**src/port_phy_pkg.sv**
```systemverilog
// constants, field layout and mode codes of the per-port phy status/control bank
// assumes a single 125 mhz core clock shared by every file that uses it
package port_phy_pkg;

	localparam int NUM_PORTS = 5;
	localparam int ABIL_W = 5;
	localparam int MODE_W = 3;

	// byte offsets in the switch register space, port 1 first
	localparam logic [7:0] STATUS_ONE_OFFSET [0:NUM_PORTS-1] =
		'{8'h1e, 8'h2e, 8'h3e, 8'h4e, 8'h5e};
	localparam logic [7:0] CTRL_TWO_OFFSET [0:NUM_PORTS-1] =
		'{8'h1f, 8'h2f, 8'h3f, 8'h4f, 8'h5f};

	// status one fields
	localparam int ST1_MDIX_BIT = 7;
	localparam int ST1_AN_DONE_BIT = 6;
	localparam int ST1_LINK_GOOD_BIT = 5;
	localparam int ST1_ABIL_LSB = 0;
	localparam logic [7:0] ST1_RESET = 8'h00;

	// partner ability bit order inside the five-bit field
	localparam int ABIL_PAUSE = 4;
	localparam int ABIL_100_FULL = 3;
	localparam int ABIL_100_HALF = 2;
	localparam int ABIL_10_FULL = 1;
	localparam int ABIL_10_HALF = 0;

	// control/status two fields
	localparam int CS2_LOOPBACK_BIT = 7;
	localparam int CS2_RESERVED_BIT = 6;
	localparam int CS2_ISOLATE_BIT = 5;
	localparam int CS2_SOFT_RESET_BIT = 4;
	localparam int CS2_FORCE_LINK_BIT = 3;
	localparam int CS2_MODE_LSB = 0;
	localparam logic [7:0] CS2_RESET = 8'h01;

	typedef enum logic [MODE_W-1:0] {
		MODE_AN_BUSY = 3'h1,
		MODE_10_HALF = 3'h2,
		MODE_100_HALF = 3'h3,
		MODE_10_FULL = 3'h5,
		MODE_100_FULL = 3'h6
	} op_mode_t;

	// management serial view: register numbers and bit positions
	localparam logic [4:0] MII_CONTROL_REG = 5'h00;
	localparam logic [4:0] MII_STATUS_REG = 5'h01;
	localparam logic [4:0] MII_PARTNER_REG = 5'h05;
	localparam int MII_CTL_RESET_BIT = 15;
	localparam int MII_CTL_LOOPBACK_BIT = 14;
	localparam int MII_CTL_ISOLATE_BIT = 10;
	localparam logic [15:0] MII_STATUS_FIXED = 16'h7809;
	localparam int MII_STS_AN_DONE_BIT = 5;
	localparam int MII_STS_LINK_BIT = 2;
	localparam logic [15:0] MII_PARTNER_FIXED = 16'h0001;
	localparam int MII_LP_PAUSE_BIT = 10;
	localparam int MII_LP_ABIL_LSB = 5;
	localparam logic [4:0] MII_FIRST_PHY_ADDR = 5'h01;

	// status hold after a phy soft reset
	localparam int CLK_PERIOD_PS = 8000;
	localparam int SOFT_RESET_HOLD_NS = 1000;
	localparam int SOFT_RESET_HOLD_CYCLES =
		(SOFT_RESET_HOLD_NS * 1000 + CLK_PERIOD_PS - 1) / CLK_PERIOD_PS;
	localparam int HOLD_CNT_W = 8;

	function automatic op_mode_t encode_mode(input logic speed100, input logic full_duplex);
		op_mode_t m;
		case ({speed100, full_duplex})
			2'b00: m = MODE_10_HALF;
			2'b01: m = MODE_10_FULL;
			2'b10: m = MODE_100_HALF;
			default: m = MODE_100_FULL;
		endcase
		return m;
	endfunction

endpackage

```
**src/port_phy_link_status.sv**
```systemverilog
// one port's status tracker: synchronises the phy indications, holds status
// at reset values after a soft reset, and derives link and operating mode
// assumes phy indications are asynchronous to CLK; soft_reset is a CLK pulse
`timescale 1ns/1ps
module port_phy_link_status (
	input wire logic clk,
	input wire logic reset,
	input wire logic soft_reset,
	input wire logic force_link,
	input wire logic phy_link_up,
	input wire logic phy_an_done,
	input wire logic phy_mdix,
	input wire logic phy_speed100,
	input wire logic phy_full_duplex,
	input wire logic [port_phy_pkg::ABIL_W-1:0] phy_partner_abil,
	output logic [7:0] status_one,
	output logic [port_phy_pkg::MODE_W-1:0] op_mode
);

	typedef enum logic [2:0] {
		ST_NEGOTIATE = 3'b001,
		ST_LINK_UP = 3'b010,
		ST_HOLD = 3'b100
	} link_state_t;

	localparam int SYNC_W = port_phy_pkg::ABIL_W + 5;

	logic [SYNC_W-1:0] meta;
	logic [SYNC_W-1:0] sync;
	link_state_t state;
	link_state_t next_state;
	logic [port_phy_pkg::HOLD_CNT_W-1:0] hold_cnt;
	logic link_s, an_s, mdix_s, speed_s, duplex_s;
	logic [port_phy_pkg::ABIL_W-1:0] abil_s;

	always_ff @(posedge clk) begin
		if (reset) begin
			meta <= '0;
			sync <= '0;
		end else begin
			meta <= {phy_partner_abil, phy_full_duplex, phy_speed100, phy_mdix,
				phy_an_done, phy_link_up};
			sync <= meta;
		end
	end

	assign link_s = sync[0];
	assign an_s = sync[1];
	assign mdix_s = sync[2];
	assign speed_s = sync[3];
	assign duplex_s = sync[4];
	assign abil_s = sync[SYNC_W-1:5];

	always_comb begin
		next_state = state;
		case (state)
			ST_HOLD: begin
				if (hold_cnt == '0)
					next_state = ST_NEGOTIATE;
			end
			ST_NEGOTIATE: begin
				if (force_link || (link_s && an_s))
					next_state = ST_LINK_UP;
			end
			ST_LINK_UP: begin
				if (!force_link && !link_s)
					next_state = ST_NEGOTIATE;
			end
			default: next_state = ST_NEGOTIATE;
		endcase
		if (soft_reset)
			next_state = ST_HOLD;
	end

	always_ff @(posedge clk) begin
		if (reset)
			state <= ST_NEGOTIATE;
		else
			state <= next_state;
	end

	always_ff @(posedge clk) begin
		if (reset)
			hold_cnt <= '0;
		else if (soft_reset)
			hold_cnt <= port_phy_pkg::HOLD_CNT_W'(port_phy_pkg::SOFT_RESET_HOLD_CYCLES - 1);
		else if (hold_cnt != '0)
			hold_cnt <= hold_cnt - 1'b1;
	end

	// status shows reset values until the hold ends
	always_ff @(posedge clk) begin
		if (reset || state == ST_HOLD || soft_reset) begin
			status_one <= port_phy_pkg::ST1_RESET;
			op_mode <= port_phy_pkg::MODE_AN_BUSY;
		end else begin
			status_one[port_phy_pkg::ST1_MDIX_BIT] <= mdix_s;
			status_one[port_phy_pkg::ST1_AN_DONE_BIT] <= an_s;
			status_one[port_phy_pkg::ST1_LINK_GOOD_BIT] <= (state == ST_LINK_UP);
			status_one[port_phy_pkg::ST1_ABIL_LSB +: port_phy_pkg::ABIL_W] <= abil_s;
			if (state == ST_LINK_UP)
				op_mode <= port_phy_pkg::encode_mode(speed_s, duplex_s);
			else
				op_mode <= port_phy_pkg::MODE_AN_BUSY;
		end
	end

endmodule

```
**src/port_phy_regs.sv**
```systemverilog
// per-port phy status and control register bank of a five-port switch
// byte register port from the switch register space, plus a read view for
// the management serial engine; phy indications arrive asynchronously
//
// Overview of operation
// - status bit 7 shows crossover, bit 6 negotiation done; both reset to 0
// - status bit 5 shows good link; resets to 0
// - status bits 4..0 show partner pause, 100 full/half, 10 full/half abilities
// - control/status-2 bit 7 loops the port at its phy medium layers
// - control/status-2 copies at 0x1f, 0x2f, 0x3f, 0x4f, 0x5f, each own port
// - control/status-2 bit 5 isolates the phy from mii side and cable
// - writing 1 to bit 4 soft-resets the phy; bit reads back 0
// - control/status-2 bit 3 forces the phy link up
// - bits 2..0 show operating mode; reset value is negotiation in progress
// - mode 001 negotiating, 010 10 half, 011 100 half
// - mode 101 10 full, 110 100 full; 000, 100, 111 never shown
// - status is also readable through the standard management serial registers
`timescale 1ns/1ps
module port_phy_regs #(
	parameter int NUM_PORTS = port_phy_pkg::NUM_PORTS
) (
	input wire logic CLK,
	input wire logic RESET,
	// register space access
	input wire logic REG_WR,
	input wire logic REG_RD,
	input wire logic [7:0] REG_ADDR,
	input wire logic [7:0] REG_WDATA,
	output logic [7:0] REG_RDATA,
	output logic REG_RDATA_VALID,
	// management serial register view
	input wire logic MII_RD,
	input wire logic [4:0] MII_PHY_ADDR,
	input wire logic [4:0] MII_REG_ADDR,
	output logic [15:0] MII_RDATA,
	output logic MII_RDATA_VALID,
	// phy indications, one bit per port; partner abilities five bits per port
	input wire logic [NUM_PORTS-1:0] PHY_LINK_UP,
	input wire logic [NUM_PORTS-1:0] PHY_AN_DONE,
	input wire logic [NUM_PORTS-1:0] PHY_MDIX,
	input wire logic [NUM_PORTS-1:0] PHY_SPEED100,
	input wire logic [NUM_PORTS-1:0] PHY_FULL_DUPLEX,
	input wire logic [NUM_PORTS*port_phy_pkg::ABIL_W-1:0] PHY_PARTNER_ABIL,
	// phy controls, one bit per port
	output logic [NUM_PORTS-1:0] PHY_LOOPBACK,
	output logic [NUM_PORTS-1:0] PHY_ISOLATE,
	output logic [NUM_PORTS-1:0] PHY_FORCE_LINK,
	output logic [NUM_PORTS-1:0] PHY_SOFT_RESET
);

	logic [NUM_PORTS-1:0] loopback;
	logic [NUM_PORTS-1:0] isolate;
	logic [NUM_PORTS-1:0] force_link;
	logic [NUM_PORTS-1:0] soft_reset_pulse;
	logic [7:0] status_one [0:NUM_PORTS-1];
	logic [port_phy_pkg::MODE_W-1:0] op_mode [0:NUM_PORTS-1];
	logic [NUM_PORTS-1:0] ctrl_hit;
	logic [NUM_PORTS-1:0] status_hit;
	logic [7:0] next_rdata;
	logic [15:0] next_mii_rdata;
	logic [4:0] mii_port_index;
	logic mii_port_valid;
	int mii_port;

	// one-hot port match for a byte offset against a table of offsets
	function automatic logic [NUM_PORTS-1:0] match_port(
		input logic [7:0] addr,
		input logic is_ctrl
	);
		logic [NUM_PORTS-1:0] hit;
		hit = '0;
		for (int p = 0; p < NUM_PORTS; p++) begin
			if (is_ctrl)
				hit[p] = (addr == port_phy_pkg::CTRL_TWO_OFFSET[p]);
			else
				hit[p] = (addr == port_phy_pkg::STATUS_ONE_OFFSET[p]);
		end
		return hit;
	endfunction

	// assembles the readable control/status-2 byte of one port
	function automatic logic [7:0] ctrl_two_value(
		input logic lb,
		input logic iso,
		input logic fl,
		input logic [port_phy_pkg::MODE_W-1:0] mode
	);
		logic [7:0] v;
		v = '0;
		v[port_phy_pkg::CS2_LOOPBACK_BIT] = lb;
		v[port_phy_pkg::CS2_RESERVED_BIT] = 1'b0;
		v[port_phy_pkg::CS2_ISOLATE_BIT] = iso;
		v[port_phy_pkg::CS2_SOFT_RESET_BIT] = 1'b0;
		v[port_phy_pkg::CS2_FORCE_LINK_BIT] = fl;
		v[port_phy_pkg::CS2_MODE_LSB +: port_phy_pkg::MODE_W] = mode;
		return v;
	endfunction

	assign ctrl_hit = match_port(REG_ADDR, 1'b1);
	assign status_hit = match_port(REG_ADDR, 1'b0);

	// writable control bits; status offsets take no writes
	always_ff @(posedge CLK) begin
		if (RESET) begin
			loopback <= '0;
			isolate <= '0;
			force_link <= '0;
		end else if (REG_WR) begin
			for (int p = 0; p < NUM_PORTS; p++) begin
				if (ctrl_hit[p]) begin
					loopback[p] <= REG_WDATA[port_phy_pkg::CS2_LOOPBACK_BIT];
					isolate[p] <= REG_WDATA[port_phy_pkg::CS2_ISOLATE_BIT];
					force_link[p] <= REG_WDATA[port_phy_pkg::CS2_FORCE_LINK_BIT];
				end
			end
		end
	end

	// soft reset bit is never stored, only pulsed
	always_ff @(posedge CLK) begin
		if (RESET) begin
			soft_reset_pulse <= '0;
		end else begin
			for (int p = 0; p < NUM_PORTS; p++)
				soft_reset_pulse[p] <= REG_WR && ctrl_hit[p] &&
					REG_WDATA[port_phy_pkg::CS2_SOFT_RESET_BIT];
		end
	end

	// phy control outputs
	always_ff @(posedge CLK) begin
		if (RESET) begin
			PHY_LOOPBACK <= '0;
			PHY_ISOLATE <= '0;
			PHY_FORCE_LINK <= '0;
			PHY_SOFT_RESET <= '0;
		end else begin
			PHY_LOOPBACK <= loopback;
			PHY_ISOLATE <= isolate;
			PHY_FORCE_LINK <= force_link;
			PHY_SOFT_RESET <= soft_reset_pulse;
		end
	end

	for (genvar g = 0; g < NUM_PORTS; g++) begin : g_port
		port_phy_link_status u_status (
			.clk(CLK),
			.reset(RESET),
			.soft_reset(soft_reset_pulse[g]),
			.force_link(force_link[g]),
			.phy_link_up(PHY_LINK_UP[g]),
			.phy_an_done(PHY_AN_DONE[g]),
			.phy_mdix(PHY_MDIX[g]),
			.phy_speed100(PHY_SPEED100[g]),
			.phy_full_duplex(PHY_FULL_DUPLEX[g]),
			.phy_partner_abil(PHY_PARTNER_ABIL[g*port_phy_pkg::ABIL_W +: port_phy_pkg::ABIL_W]),
			.status_one(status_one[g]),
			.op_mode(op_mode[g])
		);
	end

	// register space read mux; unmapped offsets read zero
	always_comb begin
		next_rdata = 8'h00;
		for (int p = 0; p < NUM_PORTS; p++) begin
			if (status_hit[p])
				next_rdata = status_one[p];
			if (ctrl_hit[p])
				next_rdata = ctrl_two_value(loopback[p], isolate[p], force_link[p], op_mode[p]);
		end
	end

	always_ff @(posedge CLK) begin
		if (RESET) begin
			REG_RDATA <= 8'h00;
			REG_RDATA_VALID <= 1'b0;
		end else begin
			REG_RDATA_VALID <= REG_RD;
			if (REG_RD)
				REG_RDATA <= next_rdata;
		end
	end

	// management view: phy address 1..5 selects port 1..5
	assign mii_port_index = MII_PHY_ADDR - port_phy_pkg::MII_FIRST_PHY_ADDR;
	assign mii_port_valid = (MII_PHY_ADDR >= port_phy_pkg::MII_FIRST_PHY_ADDR) &&
		(mii_port_index < 5'(NUM_PORTS));
	assign mii_port = int'(mii_port_index);

	always_comb begin
		next_mii_rdata = 16'h0000;
		if (mii_port_valid) begin
			case (MII_REG_ADDR)
				port_phy_pkg::MII_CONTROL_REG: begin
					next_mii_rdata[port_phy_pkg::MII_CTL_LOOPBACK_BIT] = loopback[mii_port];
					next_mii_rdata[port_phy_pkg::MII_CTL_ISOLATE_BIT] = isolate[mii_port];
					next_mii_rdata[port_phy_pkg::MII_CTL_RESET_BIT] = 1'b0;
				end
				port_phy_pkg::MII_STATUS_REG: begin
					next_mii_rdata = port_phy_pkg::MII_STATUS_FIXED;
					next_mii_rdata[port_phy_pkg::MII_STS_AN_DONE_BIT] =
						status_one[mii_port][port_phy_pkg::ST1_AN_DONE_BIT];
					next_mii_rdata[port_phy_pkg::MII_STS_LINK_BIT] =
						status_one[mii_port][port_phy_pkg::ST1_LINK_GOOD_BIT];
				end
				port_phy_pkg::MII_PARTNER_REG: begin
					next_mii_rdata = port_phy_pkg::MII_PARTNER_FIXED;
					next_mii_rdata[port_phy_pkg::MII_LP_PAUSE_BIT] =
						status_one[mii_port][port_phy_pkg::ABIL_PAUSE];
					next_mii_rdata[port_phy_pkg::MII_LP_ABIL_LSB +: 4] =
						status_one[mii_port][port_phy_pkg::ABIL_100_FULL:port_phy_pkg::ABIL_10_HALF];
				end
				default: next_mii_rdata = 16'h0000;
			endcase
		end
	end

	always_ff @(posedge CLK) begin
		if (RESET) begin
			MII_RDATA <= 16'h0000;
			MII_RDATA_VALID <= 1'b0;
		end else begin
			MII_RDATA_VALID <= MII_RD;
			if (MII_RD)
				MII_RDATA <= next_mii_rdata;
		end
	end

endmodule

```
**config.mk**
```make
export PLATFORM = sky130hd
export DESIGN_NAME = port_phy_regs
export DESIGN_NICKNAME = d
export VERILOG_FILES = /design/src/port_phy_pkg.sv /design/src/port_phy_link_status.sv /design/src/port_phy_regs.sv
export SDC_FILE = /design/constraint.sdc
export NUM_CORES = 1
export LEC_CHECK = 0
export ABC_CLOCK_PERIOD_IN_PS = 4860
export BUFFER_PORTS_ARGS = -buffer_cell sky130_fd_sc_hd__buf_2
export CORE_MARGIN = 3
export CORE_UTILIZATION = 55
export DETAILED_ROUTE_END_ITERATION = 12
export PLACE_DENSITY = 0.75
export REMOVE_ABC_BUFFERS = 1
export SLEW_MARGIN = 20
export SYNTH_ARGS = -nofsm -noshare
export SYNTH_HDL_FRONTEND = slang
export SYNTH_SLANG_ARGS = --single-unit
export TNS_END_PERCENT = 5
```
**constraint.sdc**
```tcl
create_clock -name CLK -period 4.86 [get_ports CLK]
set_input_delay 0.243 -clock CLK [delete_from_list [all_inputs] [get_ports CLK]]
set_output_delay 0.243 -clock CLK [all_outputs]
set_load 0.01 [all_outputs]
```
### Word level (Yosys, flattened, before mapping)

Cells that the tools add are included.

* register bits: 276
* input port bits: 81
* output and inout bits: 46
* logic and storage cells: 301

* add/subtract/negate cells: 6
* $lt $le $gt $ge: 4
* eq/ne operators: 67
* multiplexer cells: 62
* bitwise gates (word level): 6
* reduce and logical (&&, ||, !) cells: 92

Operators by type and width (count)
* 3-bit one-hot mux with 3 select lines: 10
* 7-bit 2-to-1 mux: 12
* 8-bit 2-to-1 mux: 10
* 3-bit 2-to-1 mux: 21
* 3-bit by 2-bit inequality test with 1-bit output (second input constant): 15
* 8-bit zero test: 5
* 8-bit nonzero test: 5
* 8-bit by 1-bit subtractor with 8-bit output (second input constant): 5
* 8-bit by 6-bit equality test with 1-bit output (second input constant): 4
* 8-bit by 7-bit equality test with 1-bit output (second input constant): 4
* 32-bit by 4-bit >= comparator with 1-bit output (second input constant): 1
* 5-bit NOT with 32-bit output: 1
* 2-bit by 1-bit inequality test with 1-bit output (second input constant): 15
* 3-bit AND reduction: 10
* 8-bit binary-select mux with 3-bit select: 1
* 1-bit logical AND: 21
* 2-bit OR reduction: 10
* 9-bit one-hot mux with 2 select lines: 1
* 8-bit by 5-bit equality test with 1-bit output (second input constant): 2
* 3-bit by 1-bit equality test with 1-bit output (second input constant): 5
* 3-bit by 2-bit equality test with 1-bit output (second input constant): 5
* 3-bit equality test (second input constant): 5
* 1-bit logical OR: 15
* 15-bit 2-to-1 mux: 1
* other kinds (17): 53

### Logic depth before layout (Yosys ltp)

* word-level depth: 11
* depth in mapped cells: 9
* gate-level depth less buffers: 7

### By module

A second synthesis with hierarchy kept.

* cells, all modules: 1088
* area, all modules: 10475.0 um2

Modules (own cells, without submodules)
* port_phy_link_status: times used 5, cells an instance 137, area each 1428.9 um2, seq. area each 840.8 um2
* port_phy_regs: times used 1, cells an instance 403, area each 3330.7 um2, seq. area each 1181.1 um2

### Worst setup path before layout

Ideal clock, no wire load.

* path kind: input port to flip-flop
* start point: input MII_PHY_ADDR[0]
* end point: register MII_RDATA[5]
* library setup time: 0.115 ns
* data arrival time: 1.844 ns
* required time: 4.745 ns
* slack: 2.902 ns
* stages on the path: 9
* path buffers: 2
* cell sequence: buf_6 inv_1 ha_1 buf_2 mux4_2 mux2_2 a22oi_1 o2bb2ai_1 and2_1

* cells in the longest elaborated chain, start to end: 7
* elaborated cells between the ends (all ways): 10
* those cells by class: 1 x add/sub; 2 x order compare; 5 x mux; 1 x bitwise; 1 x reduce/logical

Ends and longest elaborated chain
* start, declared: RTL line port_phy_regs.sv:33 `input wire logic [4:0] MII_PHY_ADDR,`
* 5-bit by 1-bit subtractor with 5-bit output: RTL line port_phy_regs.sv:185 `assign mii_port_index = MII_PHY_ADDR - port_phy_pkg::MII_FIRST_PHY_ADDR;`
* 5-bit NOT with 32-bit output (not written as such): RTL line port_phy_regs.sv:202, port_phy_regs.sv:211
* 8-bit binary-select mux with 3-bit select: RTL line port_phy_regs.sv:202, port_phy_regs.sv:211
* 7-bit 2-to-1 mux (not written as such) (2 in series): RTL line port_phy_regs.sv:211 `status_one[mii_port][port_phy_pkg::ABIL_100_FULL:port_phy_pkg::ABIL_10_HALF];`
* 9-bit one-hot mux with 2 select lines: RTL line port_phy_regs.sv:193 `case (MII_REG_ADDR)`
* 15-bit 2-to-1 mux *: RTL line port_phy_regs.sv:192 `if (mii_port_valid) begin`
* end signal, assigned: RTL line port_phy_regs.sv:225 `MII_RDATA <= next_mii_rdata;`
* end, declared: RTL line port_phy_regs.sv:35 `output logic [15:0] MII_RDATA,`

Mark *: on every way between the ends. The rest lies on a longest branch, timed or not. The select of a mux whose other input is x is not followed.
A chain may end at the register's enable or synchronous reset.

### Worst setup path after layout

* start point: input MII_PHY_ADDR[0]
* end point: register MII_RDATA[6]

* cells in the longest elaborated chain, start to end: 7
* elaborated cells between the ends (all ways): 10
* those cells by class: 1 x add/sub; 2 x order compare; 5 x mux; 1 x bitwise; 1 x reduce/logical

Ends and longest elaborated chain (RTL line)
* 5-bit by 1-bit subtractor with 5-bit output: port_phy_regs.sv:185
* 5-bit NOT with 32-bit output (not written as such): port_phy_regs.sv:211
* 8-bit binary-select mux with 3-bit select: port_phy_regs.sv:211
* 7-bit 2-to-1 mux (not written as such) (2 in series): port_phy_regs.sv:211
* 9-bit one-hot mux with 2 select lines: port_phy_regs.sv:193
* 15-bit 2-to-1 mux *: port_phy_regs.sv:192

Marks and branches as above.

==> results.md <==
Run status:
- The flow ran to the end, and the final reports show no timing, DRC or antenna violations.

Timing:
- The number of failing hold endpoints at the final stage is 0.
- The worst-case clock skew is 0.00910 ns.
- The smallest clock period supported by the final layout is computed as 2.35 ns.
- Setup repair after global routing left no endpoint under its margin.
- The tightest slew margin relative to the limit is 45.6%.
- The number of pins with negative max-slew slack in the final report was 0.
- The final period utilization is 48.4%.
- Across all setup checks in the final design, the least slack found is 2.51 ns.
- Summed over all failing endpoints, the final setup total negative slack is 0 ns.
- For the pin with the worst max-slew slack, the measured transition is 0.816 ns.
- The achievable clock frequency is 425 MHz.
- Setup violations remaining at the end of the flow were counted as 0.

Drt:
- In this run, the number of DRC markers left after iteration 0 of detailed routing was 502.
- The number of detailed-routing iterations run before antenna repair is 5.
- The number of antenna-violating nets in the routed design is 0.
- The average via count per standard cell is 5.43.
- The detailed-route wire length is 22200 microns.
- The via total after detailed routing is 7743.
- The routed wire length per instance is 15.5 microns.
- The detailed-route DRC error count is 0.

Global route:
- Entering global routing, the biggest net connects 107 pins.
- The first global-routing pass estimated 35900 microns of wire.
- The aggregate global routing overflow is 0.
- The via count of the first global-routing pass is 7225.
- The initial antenna violation count is 2.
- For this run, the total global-route usage over all layers was measured as 21.8%.

Hold path:
- The number of instances on the worst hold path is 3.
- For hold timing, the worst endpoint is isolate[1].
- The startpoint identified for the worst hold timing path is REG_WDATA[5].
- The worst min-delay path class is input port to flip-flop.

Die:
- The die covers 20100 sq um.
- The core region is 18000 sq um.
- From bottom edge to top edge, the die measures 142 microns.
- For this configuration, the core starts out at a cell density of 56.3%.
- The number of top-level pins is 127.
- The die outline width is 142 microns.
- The floorplan has 49 rows.

Synth:
- The number of enable flip-flop cells after synthesis is 0.
- For this run, the leading register cell type out of synthesis is dfxtp_1.
- The number of instances in the synthesized netlist is 1031.
- A synthesized cell averages 9.84 sq um.
- The post-synthesis sequential element count is 269.
- The synthesized netlist occupies a cell area of 10100 sq um.
- Of the synthesized area, sequential elements account for 53.1%.
- After synthesis, the share of flip-flops with an asynchronous set or reset is 0%.
- The number of distinct standard cells referenced by the synthesized netlist is 69.
- The count of warnings emitted by yosys is 0.

Clock tree:
- The depth of the CTS H-tree is 1.
- Counting every sink on the clock net gives 269.
- TritonCTS built the clock tree.
- In this run, CTS created clock tree buffers numbering 26.
- In this run the deepest clock path goes through 3 buffers.
- The cell sitting at the root of the clock tree is a clkbuf_16.
- The later pin in the worst-skew pair is clocked with a latency of 0.52 ns.
- Clock-pin slew was measured on the worst setup and hold paths at 0.06 ns.
- Post-CTS repair changed the size of 0 cells.

Setup path:
- The startpoint identified for the worst register-to-register timing path is g_port[4].u_status.hold_cnt[0].
- The worst reg2reg path endpoint is g_port[4].u_status.hold_cnt[5].
- For the worst setup path, the data required time is 5.29 ns.
- The type of element capturing the critical path is a flip-flop.
- The startpoint-to-endpoint class of the critical path is input port to flip-flop.
- Data arrives at the worst endpoint at 2.78 ns.
- The worst setup path is launched from an input port.
- The worst register-to-register path has a setup slack of 2.94 ns.
- Measured in cells, the most critical reg-to-reg path has a length of 7.
- Along the worst path, the maximum fanout reaches 13.

Finish:
- The number of diodes added for antenna fixing is 0.
- The library cells used most frequently in the layout, excluding fill and tap cells, are dfxtp_1, nor2b_1, buf_2, nand2_1, nor2_1.
- Cells with a size suffix above 1 make up 15.8% of the layout.
- The final layout contains 1283 nets.
- The finished cells cover 12200 sq um.
- The layout overhead on the synthesized area is 20.0%.
- The library cell used most frequently in the layout, excluding fill and tap cells, is dfxtp_1.
- The post-route core utilization is 67.5%.

Power and ir drop:
- The worst-case vdd ir drop is 0.353 mV.
- The overall power consumption is 5.32 mW.
- The static leakage is 4.98 nW.
- Dividing total power by cell area gives a power density of 437 nW/um^2.

Place:
- Detailed placement ended at an HPWL of 15000 microns.
- Prior to clock tree synthesis, the placed netlist has a worst setup slack of 2.02 ns.
- In this run the cell area measured after placement is 10800 sq um.
- The weighted congestion at the end of routability-driven global placement is 0.996.
- Input and output buffers added on the ports amount to 118.

Job:
- The count of maximum capacitance violations is 0.
[synthesized netlist by cell type, types with 4 or more instances]
library cell / n / area [sq um]
nand4b_1: 5 / 43.8
nand3_1: 27 / 135
o221ai_1: 5 / 43.8
nand2_1: 67 / 251
a22oi_1: 10 / 75.1
o21a_1: 6 / 45.0
and2_1: 39 / 244
and3b_1: 4 / 35.0
and3_1: 9 / 56.3
nor2_1: 66 / 248
nor3_1: 11 / 55.1
mux4_2: 7 / 158
nor2b_1: 137 / 857
mux2i_1: 13 / 130
clkbuf_1: 29 / 109
or3_1: 6 / 37.5
xnor2_1: 10 / 87.6
inv_1: 31 / 116
or2_2: 7 / 43.8
xor2_1: 8 / 70.1
nor4_1: 5 / 31.3
o21ai_0: 27 / 135
nand2b_1: 11 / 68.8
buf_4: 10 / 75.1
a2111oi_0: 5 / 43.8
o21bai_1: 5 / 37.5
a21oi_1: 60 / 300
a211oi_1: 5 / 37.5
nor4b_1: 7 / 61.3
nand3b_1: 7 / 52.6
dfxtp_1: 269 / 5390
buf_2: 8 / 40.0
ha_1: 21 / 263
o31ai_1: 5 / 37.5
a31oi_1: 25 / 156
or4_1: 10 / 75.1
[area by class of cell]
type	count	area, sq um
Fill cell	1422	5850
Sequential cell	269	5390
Multi-Input combinational cell	681	4390
Timing Repair Buffer	171	1120
Clock buffer	39	811
Tap cell	229	287
Inverter	32	120
Clock inverter	6	57.6
[flip-flops by register name (all words and copies together), names as in the netlist, 8 cells and up]
signal and count:
MII_RDATA 9, REG_RDATA 8, g_port.u_status.op_mode 15, g_port.u_status.sync 50, g_port.u_status.hold_cnt 40, g_port.u_status.status_one 40
g_port.u_status.state 15, g_port.u_status.meta 50
[power by group]
| part | total (mW) | switching, mW | internal, mW |
|---|---|---|---|
| Clock | 1.99 | 0.793 | 1.20 |
| Sequential | 2.49 | 0.125 | 2.36 |
| Combinational | 0.840 | 0.452 | 0.388 |
| Total | 5.32 | 1.37 | 3.95 |
[critical path, cell delays in order]
cell and delay (ns):
buf_2 0.36, inv_1 0.11, ha_1 0.64, and2_1 0.35
a2111oi_1 0.14, or3_4 0.44, or2_4 0.27, o31ai_2 0.21
[worst max path at each step]
| stage | from | end | slack, ns |
|---|---|---|---|
| 2_1_floorplan | MII_PHY_ADDR[0] | MII_RDATA[6] | 2.81 |
| 3_3_place_gp | MII_PHY_ADDR[0] | MII_RDATA[7] | 2.10 |
| 3_5_place_dp | MII_PHY_ADDR[0] | MII_RDATA[7] | 2.02 |
| 4_1_cts | MII_PHY_ADDR[0] | MII_RDATA[6] | 2.55 |
| 6_report | MII_PHY_ADDR[0] | MII_RDATA[6] | 2.51 |
| 5_1_grt | MII_PHY_ADDR[0] | MII_RDATA[6] | 2.41 |
[per-layer routing]
layer | part of all wire (%) | up-vias | global-route usage (%)
met4 | 3.5 | 4 | 8.69
met5 | 0.10 | - | 0
met3 | 8.1 | 62 | 3.61
met2 | 45 | 318 | 34.5
met1 | 44 | 3533 | 29.8
li1 | - | 3826 | -
[what timing repair did]
action	4_1_cts	5_1_grt
buffers inserted	0	0
hold endpoints to repair	51	0
hold buffers	51	0
[stage by stage]
stage          std cells  hold slack, ns
6_report            1427          0.0370
5_1_grt             1427          0.0390
4_1_cts             1427          0.0224
3_5_place_dp        1331           0.413
3_3_place_gp        1331           0.411
2_1_floorplan        982           0.310
[kinds of logic (layout without fill, tap and decap cells)]
kind of cell             Yosys count  count (layout)  synth area share, %
other                              1               4               0.0370
AO/OA/AOI/OAI                    180             180                 11.4
adder cells (fa/ha/maj)           21              21                 2.59
XOR/XNOR                          18              18                 1.55
buffers and inverters             84             248                 3.72
flip-flops                       269             269                 53.1
multiplexers                      24              24                 3.43
AND/OR/NAND/NOR                  434             434                 24.2
Power figures use the tool's default switching activity.
